## src/fir_regs.vh

```
`ifndef FIR_REGS_VH
`define FIR_REGS_VH
// Identification offsets on the low address bits A6..A0
`define FIR_OFS_MAKER 7'h00
`define FIR_OFS_DEV1 7'h01
`define FIR_OFS_DEV2 7'h0e
`define FIR_OFS_DEV3 7'h0f
`define FIR_OFS_PROT 7'h1a
`define FIR_OFS_LOCK 7'h03
// Result bit positions in the low data byte
`define FIR_PROT_BIT 0
`define FIR_LOCK_BIT 7
// Address field positions
`define FIR_A_HV 9
`define FIR_SECT_HI 21
`define FIR_SECT_LO 11
`define FIR_BANK_LO 19
// Unlock cycle addresses and data for in-system entry
`define FIR_UNLK_A1 11'h555
`define FIR_UNLK_D1 8'haa
`define FIR_UNLK_A2 11'h2aa
`define FIR_UNLK_D2 8'h55
`define FIR_CMD_ID 8'h90
`define FIR_CMD_EXIT 8'hf0
// Bus timing in ns and derived 40 ns cycle counts (least times round up)
`define FIR_CLK_NS 40
`define FIR_T_ACC_NS 70
`define FIR_T_ACC_CYC ((`FIR_T_ACC_NS + `FIR_CLK_NS - 1) / `FIR_CLK_NS)
`define FIR_T_WP_NS 35
`define FIR_T_WP_CYC ((`FIR_T_WP_NS + `FIR_CLK_NS - 1) / `FIR_CLK_NS)
`endif

```

## src/fir_host.v

```verilog
`timescale 1ns/1ps
`include "fir_regs.vh"
module fir_host (
  input wire clk,
  input wire srst,
  input wire start,
  input wire [2:0] op,
  input wire use_hv,
  input wire [10:0] target_sector_addr,
  input wire [21:0] user_addr,
  output reg busy,
  output reg done,
  output reg [7:0] result,
  output reg result_flag,
  output reg [6:0] protect_group,
  output reg id_active,
  output reg [21:0] flash_addr,
  output reg [7:0] flash_dq_out,
  output reg flash_dq_oe,
  input wire [7:0] flash_dq_in,
  output reg flash_ce_n,
  output reg flash_oe_n,
  output reg flash_we_n,
  output reg high_voltage_entry_level
);
  // Operations: 0 maker, 1-3 part code reads, 4 protect, 5 lock, 6 enter, 7 exit
  localparam S_IDLE = 3'd0;
  localparam S_WSET = 3'd1;
  localparam S_WPUL = 3'd2;
  localparam S_RACC = 3'd3;
  localparam S_DONE = 3'd4;
  reg [2:0] state_r;
  reg [1:0] wcyc_r;
  // Three bits: the read wait counts up to four
  reg [2:0] cnt_r;
  reg [2:0] op_r;
  reg [7:0] dq_s1_r;
  reg [7:0] dq_s2_r;
  reg [6:0] ofs;
  reg [6:0] grp;
  reg [21:0] rd_addr;
  wire [10:0] sa = target_sector_addr;
  // Data bus from a pin: two flops before anything reads it
  always @(posedge clk) begin
    dq_s1_r <= flash_dq_in;
    dq_s2_r <= dq_s1_r;
  end
  // Offset per query on A6..A0, decoded from the op being taken
  // Codes 6 and 7 issue writes or raise the entry level and never reach the read path
  always @* begin
    case (op)
      3'd0: ofs = `FIR_OFS_MAKER;
      3'd1: ofs = `FIR_OFS_DEV1;
      3'd2: ofs = `FIR_OFS_DEV2;
      3'd3: ofs = `FIR_OFS_DEV3;
      3'd4: ofs = `FIR_OFS_PROT;
      3'd5: ofs = `FIR_OFS_LOCK;
      default: ofs = 7'h00;
    endcase
  end
  // Sector to protect group; upper groups advance one per A21..A16 step
  // The last A21..A16 run is split: one 24-sector group, then eight singles
  always @* begin
    if (sa[10:5] == 6'h00) begin
      if (sa[4:3] == 2'b00)
        grp = {4'h0, sa[2:0]};
      else
        grp = 7'd8;
    end else if (sa[10:3] == 8'hff) begin
      grp = 7'd72 + {4'h0, sa[2:0]};
    end else if (sa[10:5] == 6'h3f) begin
      grp = 7'd71;
    end else begin
      grp = 7'd8 + {1'b0, sa[10:5]};
    end
  end
  // Read address: the protect query carries the sector on A21..A11 in every mode;
  // other queries need id mode, else the caller's array address goes out
  always @* begin
    if (op == 3'd4) begin
      rd_addr = {sa, 4'h0, `FIR_OFS_PROT};
    end else if (id_active) begin
      // Bank bits must match the bank named at entry, or array data comes back
      rd_addr = {user_addr[21:`FIR_BANK_LO], 12'h000, ofs};
    end else begin
      rd_addr = user_addr;
    end
  end
  // Sequencer: command writes for entry/exit, timed reads for queries
  always @(posedge clk) begin
    if (srst) begin
      state_r <= S_IDLE;
      wcyc_r <= 2'd0;
      cnt_r <= 3'd0;
      op_r <= 3'd0;
      busy <= 1'b0;
      done <= 1'b0;
      result <= 8'h00;
      result_flag <= 1'b0;
      protect_group <= 7'h00;
      id_active <= 1'b0;
      flash_addr <= 22'h000000;
      flash_dq_out <= 8'h00;
      flash_dq_oe <= 1'b0;
      flash_ce_n <= 1'b1;
      flash_oe_n <= 1'b1;
      flash_we_n <= 1'b1;
      high_voltage_entry_level <= 1'b0;
    end else begin
      done <= 1'b0;
      case (state_r)
        S_IDLE: begin
          if (start) begin
            op_r <= op;
            busy <= 1'b1;
            wcyc_r <= 2'd0;
            if (op == 3'd6 || op == 3'd7) begin
              if (op == 3'd6 && use_hv) begin
                // Level stays up until an exit op or a command entry op; the chip is in id mode while it stands
                high_voltage_entry_level <= 1'b1;
                id_active <= 1'b1;
                state_r <= S_DONE;
              end else begin
                state_r <= S_WSET;
              end
            end else begin
              // Queries only mean something in identification mode
              flash_addr <= rd_addr;
              if (op == 3'd4)
                protect_group <= grp;
              flash_ce_n <= 1'b0;
              flash_oe_n <= 1'b0;
              flash_we_n <= 1'b1;
              cnt_r <= 3'd0;
              state_r <= S_RACC;
            end
          end
        end
        S_WSET: begin
          // Address and data set up one cycle before the write pulse
          flash_dq_oe <= 1'b1;
          flash_ce_n <= 1'b0;
          if (op_r == 3'd7) begin
            // Exit needs no unlock cycles: one write of the reset command
            flash_addr <= 22'h000000;
            flash_dq_out <= `FIR_CMD_EXIT;
          end else begin
            case (wcyc_r)
              2'd0: begin
                flash_addr <= {11'h000, `FIR_UNLK_A1};
                flash_dq_out <= `FIR_UNLK_D1;
              end
              2'd1: begin
                flash_addr <= {11'h000, `FIR_UNLK_A2};
                flash_dq_out <= `FIR_UNLK_D2;
              end
              default: begin
                flash_addr <= {user_addr[21:`FIR_BANK_LO], 8'h00, `FIR_UNLK_A1};
                flash_dq_out <= `FIR_CMD_ID;
              end
            endcase
          end
          cnt_r <= 3'd0;
          state_r <= S_WPUL;
        end
        S_WPUL: begin
          // Address and data hold one more cycle after the strobe rises
          flash_we_n <= 1'b0;
          if (cnt_r == `FIR_T_WP_CYC) begin
            flash_we_n <= 1'b1;
            if (op_r == 3'd7 || wcyc_r == 2'd2) begin
              id_active <= (op_r == 3'd6);
              // Command path needs no elevated pin, so the level drops here too
              high_voltage_entry_level <= 1'b0;
              state_r <= S_DONE;
            end else begin
              wcyc_r <= wcyc_r + 2'd1;
              state_r <= S_WSET;
            end
          end else begin
            cnt_r <= cnt_r + 3'd1;
          end
        end
        S_RACC: begin
          // Wait access time plus two synchroniser stages
          // The stages cost latency but keep a metastable bit off the result
          if (cnt_r == `FIR_T_ACC_CYC + 2) begin
            result <= dq_s2_r;
            result_flag <= (op_r == 3'd4) ? dq_s2_r[`FIR_PROT_BIT] :
              dq_s2_r[`FIR_LOCK_BIT];
            state_r <= S_DONE;
          end else begin
            cnt_r <= cnt_r + 3'd1;
          end
        end
        S_DONE: begin
          // Strobes and bus released on the same edge that busy falls
          flash_ce_n <= 1'b1;
          flash_oe_n <= 1'b1;
          flash_we_n <= 1'b1;
          flash_dq_oe <= 1'b0;
          busy <= 1'b0;
          done <= 1'b1;
          state_r <= S_IDLE;
        end
        // Unused codes fall back to idle; the strobes keep their values
        default: state_r <= S_IDLE;
      endcase
    end
  end
endmodule // fir_host

```

## config.mk

```make
export PLATFORM = sky130hd
export DESIGN_NAME = fir_host
export DESIGN_NICKNAME = d
export VERILOG_FILES = /design/src/fir_host.v
export VERILOG_INCLUDE_DIRS = /design/src
export SDC_FILE = /design/constraint.sdc
export NUM_CORES = 1
export LEC_CHECK = 0
export ABC_AREA = 1
export BUFFER_PORTS_ARGS = -buffer_cell sky130_fd_sc_hd__buf_2
export CORE_ASPECT_RATIO = 2
export CORE_MARGIN = 1
export CORE_UTILIZATION = 55
export CTS_CLUSTER_DIAMETER = 40
export CTS_CLUSTER_SIZE = 30
export DETAILED_ROUTE_END_ITERATION = 10
export HOLD_SLACK_MARGIN = 0.08
export PLACE_DENSITY = 0.85
export SKIP_LAST_GASP = 1
export SYNTH_ARGS = -nofsm -noshare
export SYNTH_HDL_FRONTEND = slang
export SYNTH_SLANG_ARGS = --single-unit
```

## constraint.sdc

```tcl
create_clock -name clk -period 2.7 [get_ports clk]
set_input_delay 0.54 -clock clk [delete_from_list [all_inputs] [get_ports clk]]
set_output_delay 0.54 -clock clk [all_outputs]
set_load 0.02 [all_outputs]
```

Word-level counts from Yosys, hierarchy flattened --
Cells that the tools add are included.
Operators by class: add/subtract/negate cells 4, equal/unequal tests 30, mux-type cells 52, bitwise logic cells 1, reductions and logical operators 26
Operators with widths (number):
- two-way mux 22 bit | 4
- one-hot mux 22 bit (2 select lines) | 2
- two-way mux 3 bit | 10
- == test 3 bit, second input constant | 9
- one-hot mux 3 bit (4 select lines) | 2
- two-way mux 7 bit | 3
- != test 2 bit, second input constant | 10
- two-way mux 19 bit | 1
- one-hot mux 4 bit (4 select lines) | 1
- one-hot mux 8 bit (2 select lines) | 1
- two-way mux 1 bit | 15
- AND reduction 3 bit | 5
- == test 3 x 2 -> 1 bit, second input constant | 4
- one-hot mux 1 bit (2 select lines) | 5
- == test 3 x 1 -> 1 bit, second input constant | 3
- == test 8 bit, second input constant | 1
- two-way mux 8 bit | 1
- AND reduction 4 bit | 2
- nonzero test 2 bit | 4
- adder 4 x 6 -> 7 bit, first input constant | 1
- adder 7 x 3 -> 7 bit, first input constant | 1
- == test 6 bit, second input constant | 1
- logical NOT 6 bit | 1
- two-way mux 2 bit | 3
- 17 further kinds | 23
Storage, ports and cells: register bits after elaboration 81, input port bits 48, logic and storage cells 132

Depth between registers and ports, before layout --
Gate-level depths: netlist of the first run.
depth in word-level cells 7, mapped depth 10, gate-level depth less buffers 10

Least setup slack after synthesis of the first run --
OpenSTA, ideal clock, no wires.
path type input -> register, from input port op[1], to register flash_addr[10], arrival 1.267 ns, data required time 2.572 ns, setup slack 1.305 ns, cell stages on the path 6, path buffers 0, cell sequence nand2_1 > nand3_1 > nand2_2 > nand2_4 > nor2_1 > a21oi_1
Between the ends: longest elaborated chain between the ends 5, elaborated cells between the ends (all ways) 10
Ends and longest elaborated chain:
- start: declaration | RTL line fir_host.v:7 | input wire [2:0] op,
- == test 3 bit | RTL line fir_host.v:80 | if (op == 3'd4) begin
- two-way mux 22 bit | RTL line fir_host.v:80
- two-way mux 22 bit | RTL line fir_host.v:117 | if (op == 3'd6 || op == 3'd7) begin
- two-way mux 22 bit | RTL line fir_host.v:113 | if (start) begin
- one-hot mux 22 bit (2 select lines) | RTL line fir_host.v:111 | case (state_r)
- end signal: assignment | RTL line fir_host.v:128 | flash_addr <= rd_addr;
- end signal: assignment | RTL line fir_host.v:150 | flash_addr <= {11'h000, `FIR_UNLK_A1};
- end signal: assignment | RTL line fir_host.v:154 | flash_addr <= {11'h000, `FIR_UNLK_A2};
- end: declaration | RTL line fir_host.v:17 | output reg [21:0] flash_addr,
Parallel ways exist; a longest one is shown, timed or not. The select of a mux whose other input is x is not followed. A chain may end at the register's enable or synchronous reset.

Worst setup path in the final report of the first run --
from register state_r[0], to register flash_addr[8]
Between the ends: longest elaborated chain between the ends 3, elaborated cells between the ends (all ways) 7
Ends and longest elaborated chain:
- start: declaration | RTL line fir_host.v:32 | reg [2:0] state_r;
- start signal: assignment | RTL line fir_host.v:92 | state_r <= S_IDLE;
- start signal: assignment | RTL line fir_host.v:122 | state_r <= S_DONE;
- start signal: assignment | RTL line fir_host.v:124 | state_r <= S_WSET;
- == test 3 x 1 -> 1 bit / logical NOT 3 bit (equally long branches) | RTL line fir_host.v:111
- nonzero test 2 bit (no source line) / != test 2 bit (equally long branches)
- AND reduction 3 bit (no source line)
Parallel ways exist; a longest one is shown, timed or not.

==> results of run 1 <==
cell families after synthesis:
kind of cell,Yosys count,synth area share [%]
compound gates,103,15.8
xor+xnor,2,0.519
buf+inv,51,6.82
simple gates,211,26.6
fa+ha+maj,9,3.34
flops,79,46.9
sequential cells by signal, indices dropped and copies added, names as in the netlist:
signal and flops:
state_r 3, flash_addr 22, op_r 3, id_active 1, flash_dq_oe 1, dq_s2_r 8
result 8, result_flag 1, done 1, cnt_r 3, flash_dq_out 6, dq_s1_r 8
flash_oe_n 1, flash_we_n 1, busy 1, high_voltage_entry_level 1, flash_ce_n 1, wcyc_r 2
protect_group 7
final timing paths:
kind	depth (start not counted)	slack (ps)	from	endpoint
worst max-delay path	5	940	state_r[0]$_SDFFE_PP0P_	flash_addr[8]$_SDFFE_PP0P_
worst min-delay path	1	300	flash_dq_in[6]	dq_s1_r[6]$_DFF_P_
worst max register to register	5	940	state_r[0]$_SDFFE_PP0P_	flash_addr[8]$_SDFFE_PP0P_
worst min register to register	0	320	dq_s1_r[7]$_DFF_P_	dq_s2_r[7]$_DFF_P_
Yosys cell counts (all sizes together):
library cell / number / area [um^2]
nor2: 70 / 290
xor2: 1 / 8.76
ha: 9 / 113
o21a: 1 / 7.51
nand3: 26 / 148
xnor2: 1 / 8.76
clkbuf: 7 / 27.5
o21ai: 49 / 245
o31ai: 1 / 7.51
buf: 7 / 63.8
a22oi: 1 / 7.51
inv: 36 / 135
nand4: 5 / 31.3
nand2: 109 / 424
dfxtp: 79 / 1580
o211ai: 1 / 7.51
a21oi: 48 / 244
nor3: 1 / 5.00
clkinv: 1 / 3.75
a21boi: 2 / 15.0
stage by stage:
step	setup WS [ps]	hold slack, ps
after CTS	927	297
after global routing	736	297
after global placement	796	312
after floorplan	1310	310
final	938	304
after detailed placement	775	315
metal layers:
metal / vias up / routed length (um) / global-route usage (%)
met2: 135 / 4830 / 51.9
met5: - / 0 / 0
met1: 1555 / 2920 / 24.5
met3: 46 / 402 / 6.63
met4: 0 / 523 / 21.0
li1: 1670 / - / -
power groups by stage:
stage	sequential, uW	combinational [uW]	clock (uW)
2_1_floorplan	1940	1030	0
3_3_place_gp	1670	1750	0
3_5_place_dp	1670	1790	0
4_1_cts	1660	1810	1150
5_1_grt	1690	2000	1200
6_report	1660	1810	1140
final cells by class:
cell class	count	area (um^2)
Sequential cell	79	1580
Clock buffer	10	229
Multi-Input combinational cell	325	1560
Tap cell	63	78.8
Inverter	37	139
Timing Repair Buffer	103	520
Fill cell	499	1800
Clock inverter	4	48.8
worst max-delay path, stage by stage, from the launching register on:
cell and delay, ps:
dfxtp_1 390, nor2_2 280, nand4_1 130, nand2_1 490
o21ai_0 190, a21oi_1 200
placed cells by master (no fill, tap or decap):
| cell type | instances |
|---|---|
| nor2_4 | 3 |
| o21ai_0 | 49 |
| xor2_1 | 1 |
| xnor2_1 | 1 |
| nand2_4 | 1 |
| inv_2 | 4 |
| nor2_2 | 2 |
| a21oi_1 | 47 |
| buf_4 | 2 |
| clkinv_1 | 1 |
| nand2_1 | 105 |
| a21oi_2 | 1 |
| a21boi_0 | 2 |
| dfxtp_1 | 79 |
| a22oi_1 | 1 |
| bufinv_16 | 1 |
| nand4_1 | 5 |
| clkbuf_1 | 1 |
| buf_2 | 101 |
| nor3_1 | 1 |
| o21a_1 | 1 |
| clkbuf_16 | 9 |
| nand2_2 | 3 |
| nand3_1 | 24 |
| inv_1 | 32 |
| nand3_4 | 1 |
| clkinv_2 | 2 |
| nand3_2 | 1 |
| nor2_1 | 65 |
| o31ai_1 | 1 |
| clkinv_4 | 1 |
| ha_1 | 9 |
| o211ai_1 | 1 |
==> results.sh, run 1 <==
export IMPL_num_rows=40
export IMPL_cts_tree="done"
export IMPL_clockPowerShare_pct=24.7
export IMPL_h_tree_depth=3
export IMPL_drt_total_wl_um=8680
export IMPL_p_seq_share_pct=36.1
export IMPL_endpoint_kind="flop"
export IMPL_first_pass_iters=8
export IMPL_max_slew_margin_pct=58.7
export IMPL_grt_pass1_vias=3344
export IMPL_drive_above_1_share_pct=23.7
export IMPL_dieArea_um2=6470
export IMPL_die_x_um=57.4
export IMPL_antenna_found_initial=0
export IMPL_ys_warnings_count=0
export IMPL_cts_buffer_depth=2
export IMPL_vias=3406
export IMPL_path_class="reg -> reg"
export IMPL_syn_nets=512
export IMPL_clock_latency_ps=340
export IMPL_final_cells=621
export IMPL_power_total_uw=4610
export IMPL_track_usage_pct=27.9
export IMPL_tns_ps=0
export IMPL_wire_per_inst_um=14.0
export IMPL_syn_to_final_growth_pct=23.3
export IMPL_cts_sinks=79
export IMPL_hold_buffers=0
export IMPL_grt_pass1_wl_um=13900
export IMPL_drv_cap=0
export IMPL_post_cts_buffers=0
export IMPL_fin_area_um2=4160
export IMPL_finalHoldViolations=0
export IMPL_postLayoutCoreUtil_pct=69.9
export IMPL_arrival_ps=2010
export IMPL_skew_ps=5.37
export IMPL_routabilityCongestion=0.938
export IMPL_cts_buffers=9
export IMPL_drc=11
export IMPL_port_buffers=101
export IMPL_place_hpwl_um=6380
export IMPL_syn_inst=455
export IMPL_yosysSeqAreaShare_pct=46.9
export IMPL_status="finished with violations"
export IMPL_ant_nets=0
export IMPL_placed_cells=607
export IMPL_hold_class="in -> reg"
export IMPL_initial_core_util_pct=56.7
export IMPL_power_internal_uw=2730
export IMPL_nets=612
export IMPL_min_period_over_period_pct=65.2
export IMPL_combPwrFrac_pct=39.2
export IMPL_worst_pin_slew_ps=617
export IMPL_netlist_area_um2=3370
export IMPL_grt_remaining_overflow=0
export IMPL_io_pins=102
export IMPL_swShare_pct=40.8
export IMPL_antennaDiodeCount=0
export IMPL_critPathLaunchType="flop"
export IMPL_die_h_um=113
export IMPL_leakagePower_uw=0.00212
export IMPL_setup_viol=0
export IMPL_drt_iter0_markers=225
export IMPL_synth_avg_cell_area_um2=7.42
export IMPL_design_core_area_um2=5960
export IMPL_grt_max_degree=25
export IMPL_critPathMaxFanout=23
export IMPL_dpl_cell_area_um2=3880
export IMPL_vias_per_cell=5.48
export IMPL_cts_root_buf="clkbuf_16"
export IMPL_fmax_ghz=0.568
export IMPL_cp_required_ps=2950
export IMPL_rsz0062_at_grt="false"
export IMPL_synthDistinctLibCells=32
export IMPL_cts_reportedPaths_clkPinSlew_ps=60
export IMPL_power_net_switching_uw=1880
export IMPL_irDropWorstVdd_v=0.000704
export IMPL_cts_resized=0
export IMPL_fin_crit_ps=1760
export IMPL_violations="DRC"
export IMPL_drv_slew=0
export IMPL_pwr_density_cell_nw_per_um2=1110
export IMPL_synth_seq_cells=79
(Power assumes the default switching activity.)
==> run 2, diff against run 1 <==
--- a/config.mk
+++ b/config.mk
@@ -10,12 +10,12 @@
 export BUFFER_PORTS_ARGS = -buffer_cell sky130_fd_sc_hd__buf_2
 export CORE_ASPECT_RATIO = 2
 export CORE_MARGIN = 1
-export CORE_UTILIZATION = 55
+export CORE_UTILIZATION = 51
 export CTS_CLUSTER_DIAMETER = 40
 export CTS_CLUSTER_SIZE = 30
 export DETAILED_ROUTE_END_ITERATION = 10
 export HOLD_SLACK_MARGIN = 0.08
-export PLACE_DENSITY = 0.85
+export PLACE_DENSITY = 0.79
 export SKIP_LAST_GASP = 1
 export SYNTH_ARGS = -nofsm -noshare
 export SYNTH_HDL_FRONTEND = slang
==> constraint.sdc (replaced) <==
create_clock -name clk -period 1.7 [get_ports clk]
set_input_delay 0.34 -clock clk [delete_from_list [all_inputs] [get_ports clk]]
set_output_delay 0.34 -clock clk [all_outputs]
set_load 0.02 [all_outputs]
==> run 2 against run 1 <==
Net effect: the run now ends clean; final cell count up 5.0%; global-route usage decreased by 0.52 points; clock skew increased by 0.78 ps; worst setup slack worse by 770 ps; sequential share of layout area down 1.3 points; worst hold slack got worse by 210 ps; non-clock buffer count increased by 6; design area is 3.5% higher; sequential power is 59% higher; clock power up 94%; die area up 7.6%; count of clock-buffer cells in the layout up 1.
==> results.sh, run 2 (same netlist as run 1, synthesis figures left out) <==
export IMPL_status="completed"
export IMPL_port_buffers=101
export IMPL_grt_max_degree=24
export IMPL_final_cell_mix="nand2_1 (105), buf_2 (101), dfxtp_1 (79)"
export IMPL_antenna_found_initial=0
export IMPL_skew_ps=6.15
export IMPL_holdPathStages=1
export IMPL_ant_nets=0
export IMPL_io_pins=102
export IMPL_fmax_ghz=0.653
export IMPL_power_internal_uw=4740
export IMPL_initial_core_util_pct=53.0
export IMPL_syn_to_final_growth_pct=27.7
export IMPL_endpoint_kind="flop"
export IMPL_power_total_uw=7770
export IMPL_power_net_switching_uw=3040
export IMPL_grt_pass1_wl_um=13900
export IMPL_cts_sinks=79
export IMPL_path_class="reg -> reg"
export IMPL_min_period_over_period_pct=90.1
export IMPL_routabilityCongestion=0.892
export IMPL_r2r_slack_ps=170
export IMPL_grt_pass1_vias=3207
export IMPL_design_core_area_um2=6360
export IMPL_max_slew_margin_pct=78.2
export IMPL_hold_buffers=0
export IMPL_drive_above_1_share_pct=25.1
export IMPL_tns_ps=0
export IMPL_wire_per_inst_um=13.6
export IMPL_place_worst_setup_slack_ps=88.7
export IMPL_dieArea_um2=6970
export IMPL_grt_remaining_overflow=0
export IMPL_place_hpwl_um=6790
export IMPL_max_flop_register="flash_addr"
export IMPL_rsz0062_at_grt="false"
export IMPL_drc=0
export IMPL_cts_reportedPaths_clkPinSlew_ps=60
export IMPL_drt_total_wl_um=8890
export IMPL_swShare_pct=39.1
export IMPL_critPathLaunchType="flop"
export IMPL_r2r_start="state_r[2]$_SDFFE_PP0P_"
export IMPL_timing_final_ws_setup_ps=169
export IMPL_drt_iter0_markers=128
export IMPL_drv_cap=0
export IMPL_cts_root_buf="clkbuf_16"
export IMPL_fin_crit_ps=1530
export IMPL_h_tree_depth=3
export IMPL_cp_required_ps=1970
export IMPL_clock_latency_ps=340
export IMPL_combPwrFrac_pct=37.6
export IMPL_hold_start="flash_dq_in[1]"
export IMPL_first_pass_iters=4
export IMPL_hold_slack_ps=97.4
export IMPL_vias_per_cell=5.18
export IMPL_worst_pin_slew_ps=324
export IMPL_mostFrequentLayoutCell="nand2_1"
export IMPL_cts_buffers=9
export IMPL_die_h_um=117
export IMPL_reg2reg_to="flash_addr[7]$_SDFFE_PP0P_"
export IMPL_leakagePower_uw=0.00218
export IMPL_largest_reg_flops=22
export IMPL_vias=3376
export IMPL_nets=618
export IMPL_holdPathEnd="dq_s1_r[1]$_DFF_P_"
export IMPL_cts_buffer_depth=2
export IMPL_track_usage_pct=27.4
export IMPL_arrival_ps=1800
export IMPL_irDropWorstVdd_v=0.000973
export IMPL_rr_worst_depth=6
export IMPL_pwr_density_cell_nw_per_um2=1800
export IMPL_cts_tree="done"
export IMPL_antennaDiodeCount=0
export IMPL_setup_viol=0
export IMPL_drv_slew=0
export IMPL_die_x_um=59.5
export IMPL_hold_class="in -> reg"
export IMPL_p_seq_share_pct=33.9
export IMPL_critPathMaxFanout=14
export IMPL_num_rows=41
export IMPL_finalHoldViolations=0
export IMPL_clockPowerShare_pct=28.4
run 2: power by group through the flow:
stage / clock network, uW / logic [uW] / registers (uW)
6_report: 2210 / 2930 / 2640
5_1_grt: 2330 / 3280 / 2680
4_1_cts: 2250 / 2920 / 2630
3_5_place_dp: 0 / 2910 / 2660
3_3_place_gp: 0 / 2830 / 2650
2_1_floorplan: 0 / 1640 / 3080
run 2: worst max path at each step:
stage	slack, ps	startpoint	to	cells after the start
global placement	120	op[1]	flash_addr[10]$_SDFFE_PP0P_	7
CTS	80	state_r[0]$_SDFFE_PP0P_	flash_addr[8]$_SDFFE_PP0P_	6
detailed placement	90	state_r[0]$_SDFFE_PP0P_	flash_addr[2]$_SDFFE_PP0P_	6
floorplan	360	cnt_r[0]$_SDFFE_PP0P_	result[7]$_SDFFE_PP0P_	8
global route	30	cnt_r[0]$_SDFFE_PP0P_	result[7]$_SDFFE_PP0P_	8
finish	170	state_r[2]$_SDFFE_PP0P_	flash_addr[7]$_SDFFE_PP0P_	6
run 2: what timing repair did:
action / 4_1_cts / 5_1_grt
gates resized for setup: 0 / 2
buffers inserted: 0 / 0
setup endpoints to repair: 0 / 11
run 2: layer usage:
layer | track usage [%] | up-vias | part of all wire (%)
met5 | 0 | - | 0
met4 | 17.8 | 0 | 4.5
met3 | 7.58 | 31 | 3.9
met2 | 52.8 | 91 | 56
met1 | 23.2 | 1562 | 35
li1 | - | 1692 | -
run 2: final cells by class:
class	count	area, um^2
repair buffers	109	566
inverters	37	139
clock inverters	5	104
flip-flops and latches	79	1580
well taps	86	108
multi-input cells	325	1570
fillers	590	2050
clock buffers	11	243
run 2: stage by stage:
stage	cell area, um^2	cells	utilization [%]
after floorplan	3370	455	-
after global placement	3960	636	62.2
after detailed placement	3960	636	62.2
after CTS	4300	652	67.6
after global routing	4310	652	67.7
final	4310	652	67.7
run 2: critical path: stages, from the launching register on:
cell	delay [ps]
dfxtp_1	460
inv_2	110
nand3_4	150
nand2_1	130
nor2_4	290
nand2_1	140
a21oi_1	160
==> run 3, diff against run 2 <==
--- a/config.mk
+++ b/config.mk
@@ -16,6 +16,7 @@
 export DETAILED_ROUTE_END_ITERATION = 10
 export HOLD_SLACK_MARGIN = 0.08
 export PLACE_DENSITY = 0.79
+export REMOVE_ABC_BUFFERS = 1
 export SKIP_LAST_GASP = 1
 export SYNTH_ARGS = -nofsm -noshare
 export SYNTH_HDL_FRONTEND = slang
==> run 3 against run 2 <==
Net effect: non-clock buffer count up 2; clock power down 14%; worst setup slack worse by 11 ps; worst hold slack better by 4.2 ps.
==> results.sh, run 3 (same netlist as run 1, synthesis figures left out) <==
export IMPL_status="completed"
export IMPL_irDropWorstVdd_v=0.00113
export IMPL_rsz0062_at_grt="false"
export IMPL_critPathMaxFanout=11
export IMPL_rr_worst_depth=6
export IMPL_tns_ps=0
export IMPL_pwr_density_cell_nw_per_um2=1740
export IMPL_antenna_found_initial=0
export IMPL_dpl_cell_area_um2=3970
export IMPL_power_total_uw=7450
export IMPL_cts_tree="done"
export IMPL_crit_chain="nor2_2, nand3_1, nand2_4, buf_4, a21oi_1, a21oi_1"
export IMPL_drv_slew=0
export IMPL_leakagePower_uw=0.00216
export IMPL_antennaDiodeCount=0
export IMPL_fin_crit_ps=1540
export IMPL_fillers=587
export IMPL_hold_start="flash_dq_in[0]"
export IMPL_drive_above_1_share_pct=25.4
export IMPL_min_period_over_period_pct=90.7
export IMPL_grt_remaining_overflow=0
export IMPL_setup_viol=0
export IMPL_drv_cap=0
export IMPL_cp_slowest_cell="dfxtp_1"
export IMPL_max_slew_margin_pct=75.0
export IMPL_grt_max_degree=22
export IMPL_ant_nets=0
export IMPL_holdPathStages=1
export IMPL_die_h_um=117
export IMPL_placed_cells=638
export IMPL_max_flop_register="flash_addr"
export IMPL_cp_required_ps=1970
export IMPL_holdPathEnd="dq_s1_r[0]$_DFF_P_"
export IMPL_skew_ps=5.52
export IMPL_place_hpwl_um=6750
export IMPL_cts_sinks=79
export IMPL_cpMostUsedCell="a21oi_1"
export IMPL_fmax_ghz=0.648
export IMPL_cts_root_buf="clkbuf_16"
export IMPL_initial_core_util_pct=53.0
export IMPL_hold_class="in -> reg"
export IMPL_reg2reg_to="flash_addr[18]$_SDFFE_PP0P_"
export IMPL_vias=3394
export IMPL_multi_input_area_um2=1570
export IMPL_path_buf_inv=1
export IMPL_r2r_slack_ps=160
export IMPL_cts_buffer_depth=2
export IMPL_port_buffers=101
export IMPL_cts_reportedPaths_clkPinSlew_ps=60
export IMPL_hold_buffers=0
export IMPL_r2r_start="state_r[0]$_SDFFE_PP0P_"
export IMPL_final_cell_mix="nand2_1 (105), buf_2 (101), dfxtp_1 (79)"
export IMPL_regArea_um2=1580
export IMPL_design_core_area_um2=6360
export IMPL_wire_per_inst_um=13.4
export IMPL_finalHoldViolations=0
export IMPL_grt_pass1_vias=3191
export IMPL_clock_latency_ps=340
export IMPL_endpoint_kind="flop"
export IMPL_vias_per_cell=5.20
export IMPL_mostFrequentLayoutCell="nand2_1"
export IMPL_num_rows=41
export IMPL_fin_area_um2=4270
export IMPL_arrival_ps=1810
export IMPL_drc=0
export IMPL_die_x_um=59.5
export IMPL_h_tree_depth=3
export IMPL_dieArea_um2=6970
export IMPL_cts_buffers=9
export IMPL_nets=620
export IMPL_track_usage_pct=26.8
export IMPL_routabilityCongestion=0.994
export IMPL_syn_to_final_growth_pct=26.5
export IMPL_drt_total_wl_um=8750
export IMPL_final_cells=653
export IMPL_drt_iter0_markers=152
export IMPL_largest_reg_flops=22
export IMPL_first_pass_iters=4
export IMPL_grt_pass1_wl_um=13800
export IMPL_critPathLaunchType="flop"
export IMPL_io_pins=102
export IMPL_cpLargestDelayFamily="simple AND/OR/NAND/NOR gates"
export IMPL_worst_pin_slew_ps=374
export IMPL_slowest_delay_ps=380
export IMPL_path_class="reg -> reg"
[run 3: area by class of cell]
type,instances,area share (%)
multi-input cells,325,36.7
clock inverters,6,1.61
clock buffers,9,5.27
inverters,37,3.25
repair buffers,111,13.6
well taps,86,2.52
flip-flops and latches,79,37.0
[run 3: metal layers]
| metal | part of all wire, % | global-route usage, % | routed length, um |
|---|---|---|---|
| met1 | 35 | 24.9 | 3040 |
| met2 | 57 | 51.5 | 4990 |
| met3 | 5.2 | 6.48 | 459 |
| met4 | 3.0 | 13.6 | 261 |
| met5 | 0 | 0 | 0 |
[run 3: worst max path at each step]
stage	start	to	slack (ps)	cells after the start
6_report	state_r[0]$_SDFFE_PP0P_	flash_addr[18]$_SDFFE_PP0P_	160	6
5_1_grt	cnt_r[0]$_SDFFE_PP0P_	cnt_r[0]$_SDFFE_PP0P_	20	10
4_1_cts	state_r[2]$_SDFFE_PP0P_	flash_addr[8]$_SDFFE_PP0P_	110	7
3_3_place_gp	state_r[2]$_SDFFE_PP0P_	flash_addr[9]$_SDFFE_PP0P_	190	7
2_1_floorplan	state_r[2]$_SDFFE_PP0P_	cnt_r[1]$_SDFFE_PP0P_	310	7
3_5_place_dp	state_r[2]$_SDFFE_PP0P_	flash_addr[8]$_SDFFE_PP0P_	120	7
[run 3: repair_timing]
item,CTS,global route
gates resized for setup,0,2
endpoints found under the setup margin,0,11
buffers inserted,0,0
[run 3: report_power, final]
| part | leakage (uW) | internal [uW] | switching [uW] | total (uW) |
|---|---|---|---|---|
| combinational | 0.00137 | 949 | 1980 | 2930 |
| clock | 0.000142 | 1140 | 761 | 1900 |
| sequential | 0.000652 | 2330 | 289 | 2620 |
[run 3: worst register-to-register path: stages (launching register included)]
cell	delay, ps
dfxtp_1	380
nor2_2	290
nand3_1	220
nand2_4	180
buf_4	200
a21oi_1	70
a21oi_1	130
[run 3: metrics by stage]
| stage | hold slack (ps) | setup slack (ps) | utilization [%] |
|---|---|---|---|
| 4_1_cts | 95.6 | 111 | 67.1 |
| 5_1_grt | 96.3 | 23.3 | 67.1 |
| 3_5_place_dp | 312 | 119 | 62.4 |
| 6_report | 102 | 157 | 67.1 |
| 2_1_floorplan | 310 | 310 | - |
| 3_3_place_gp | 312 | 187 | 62.4 |
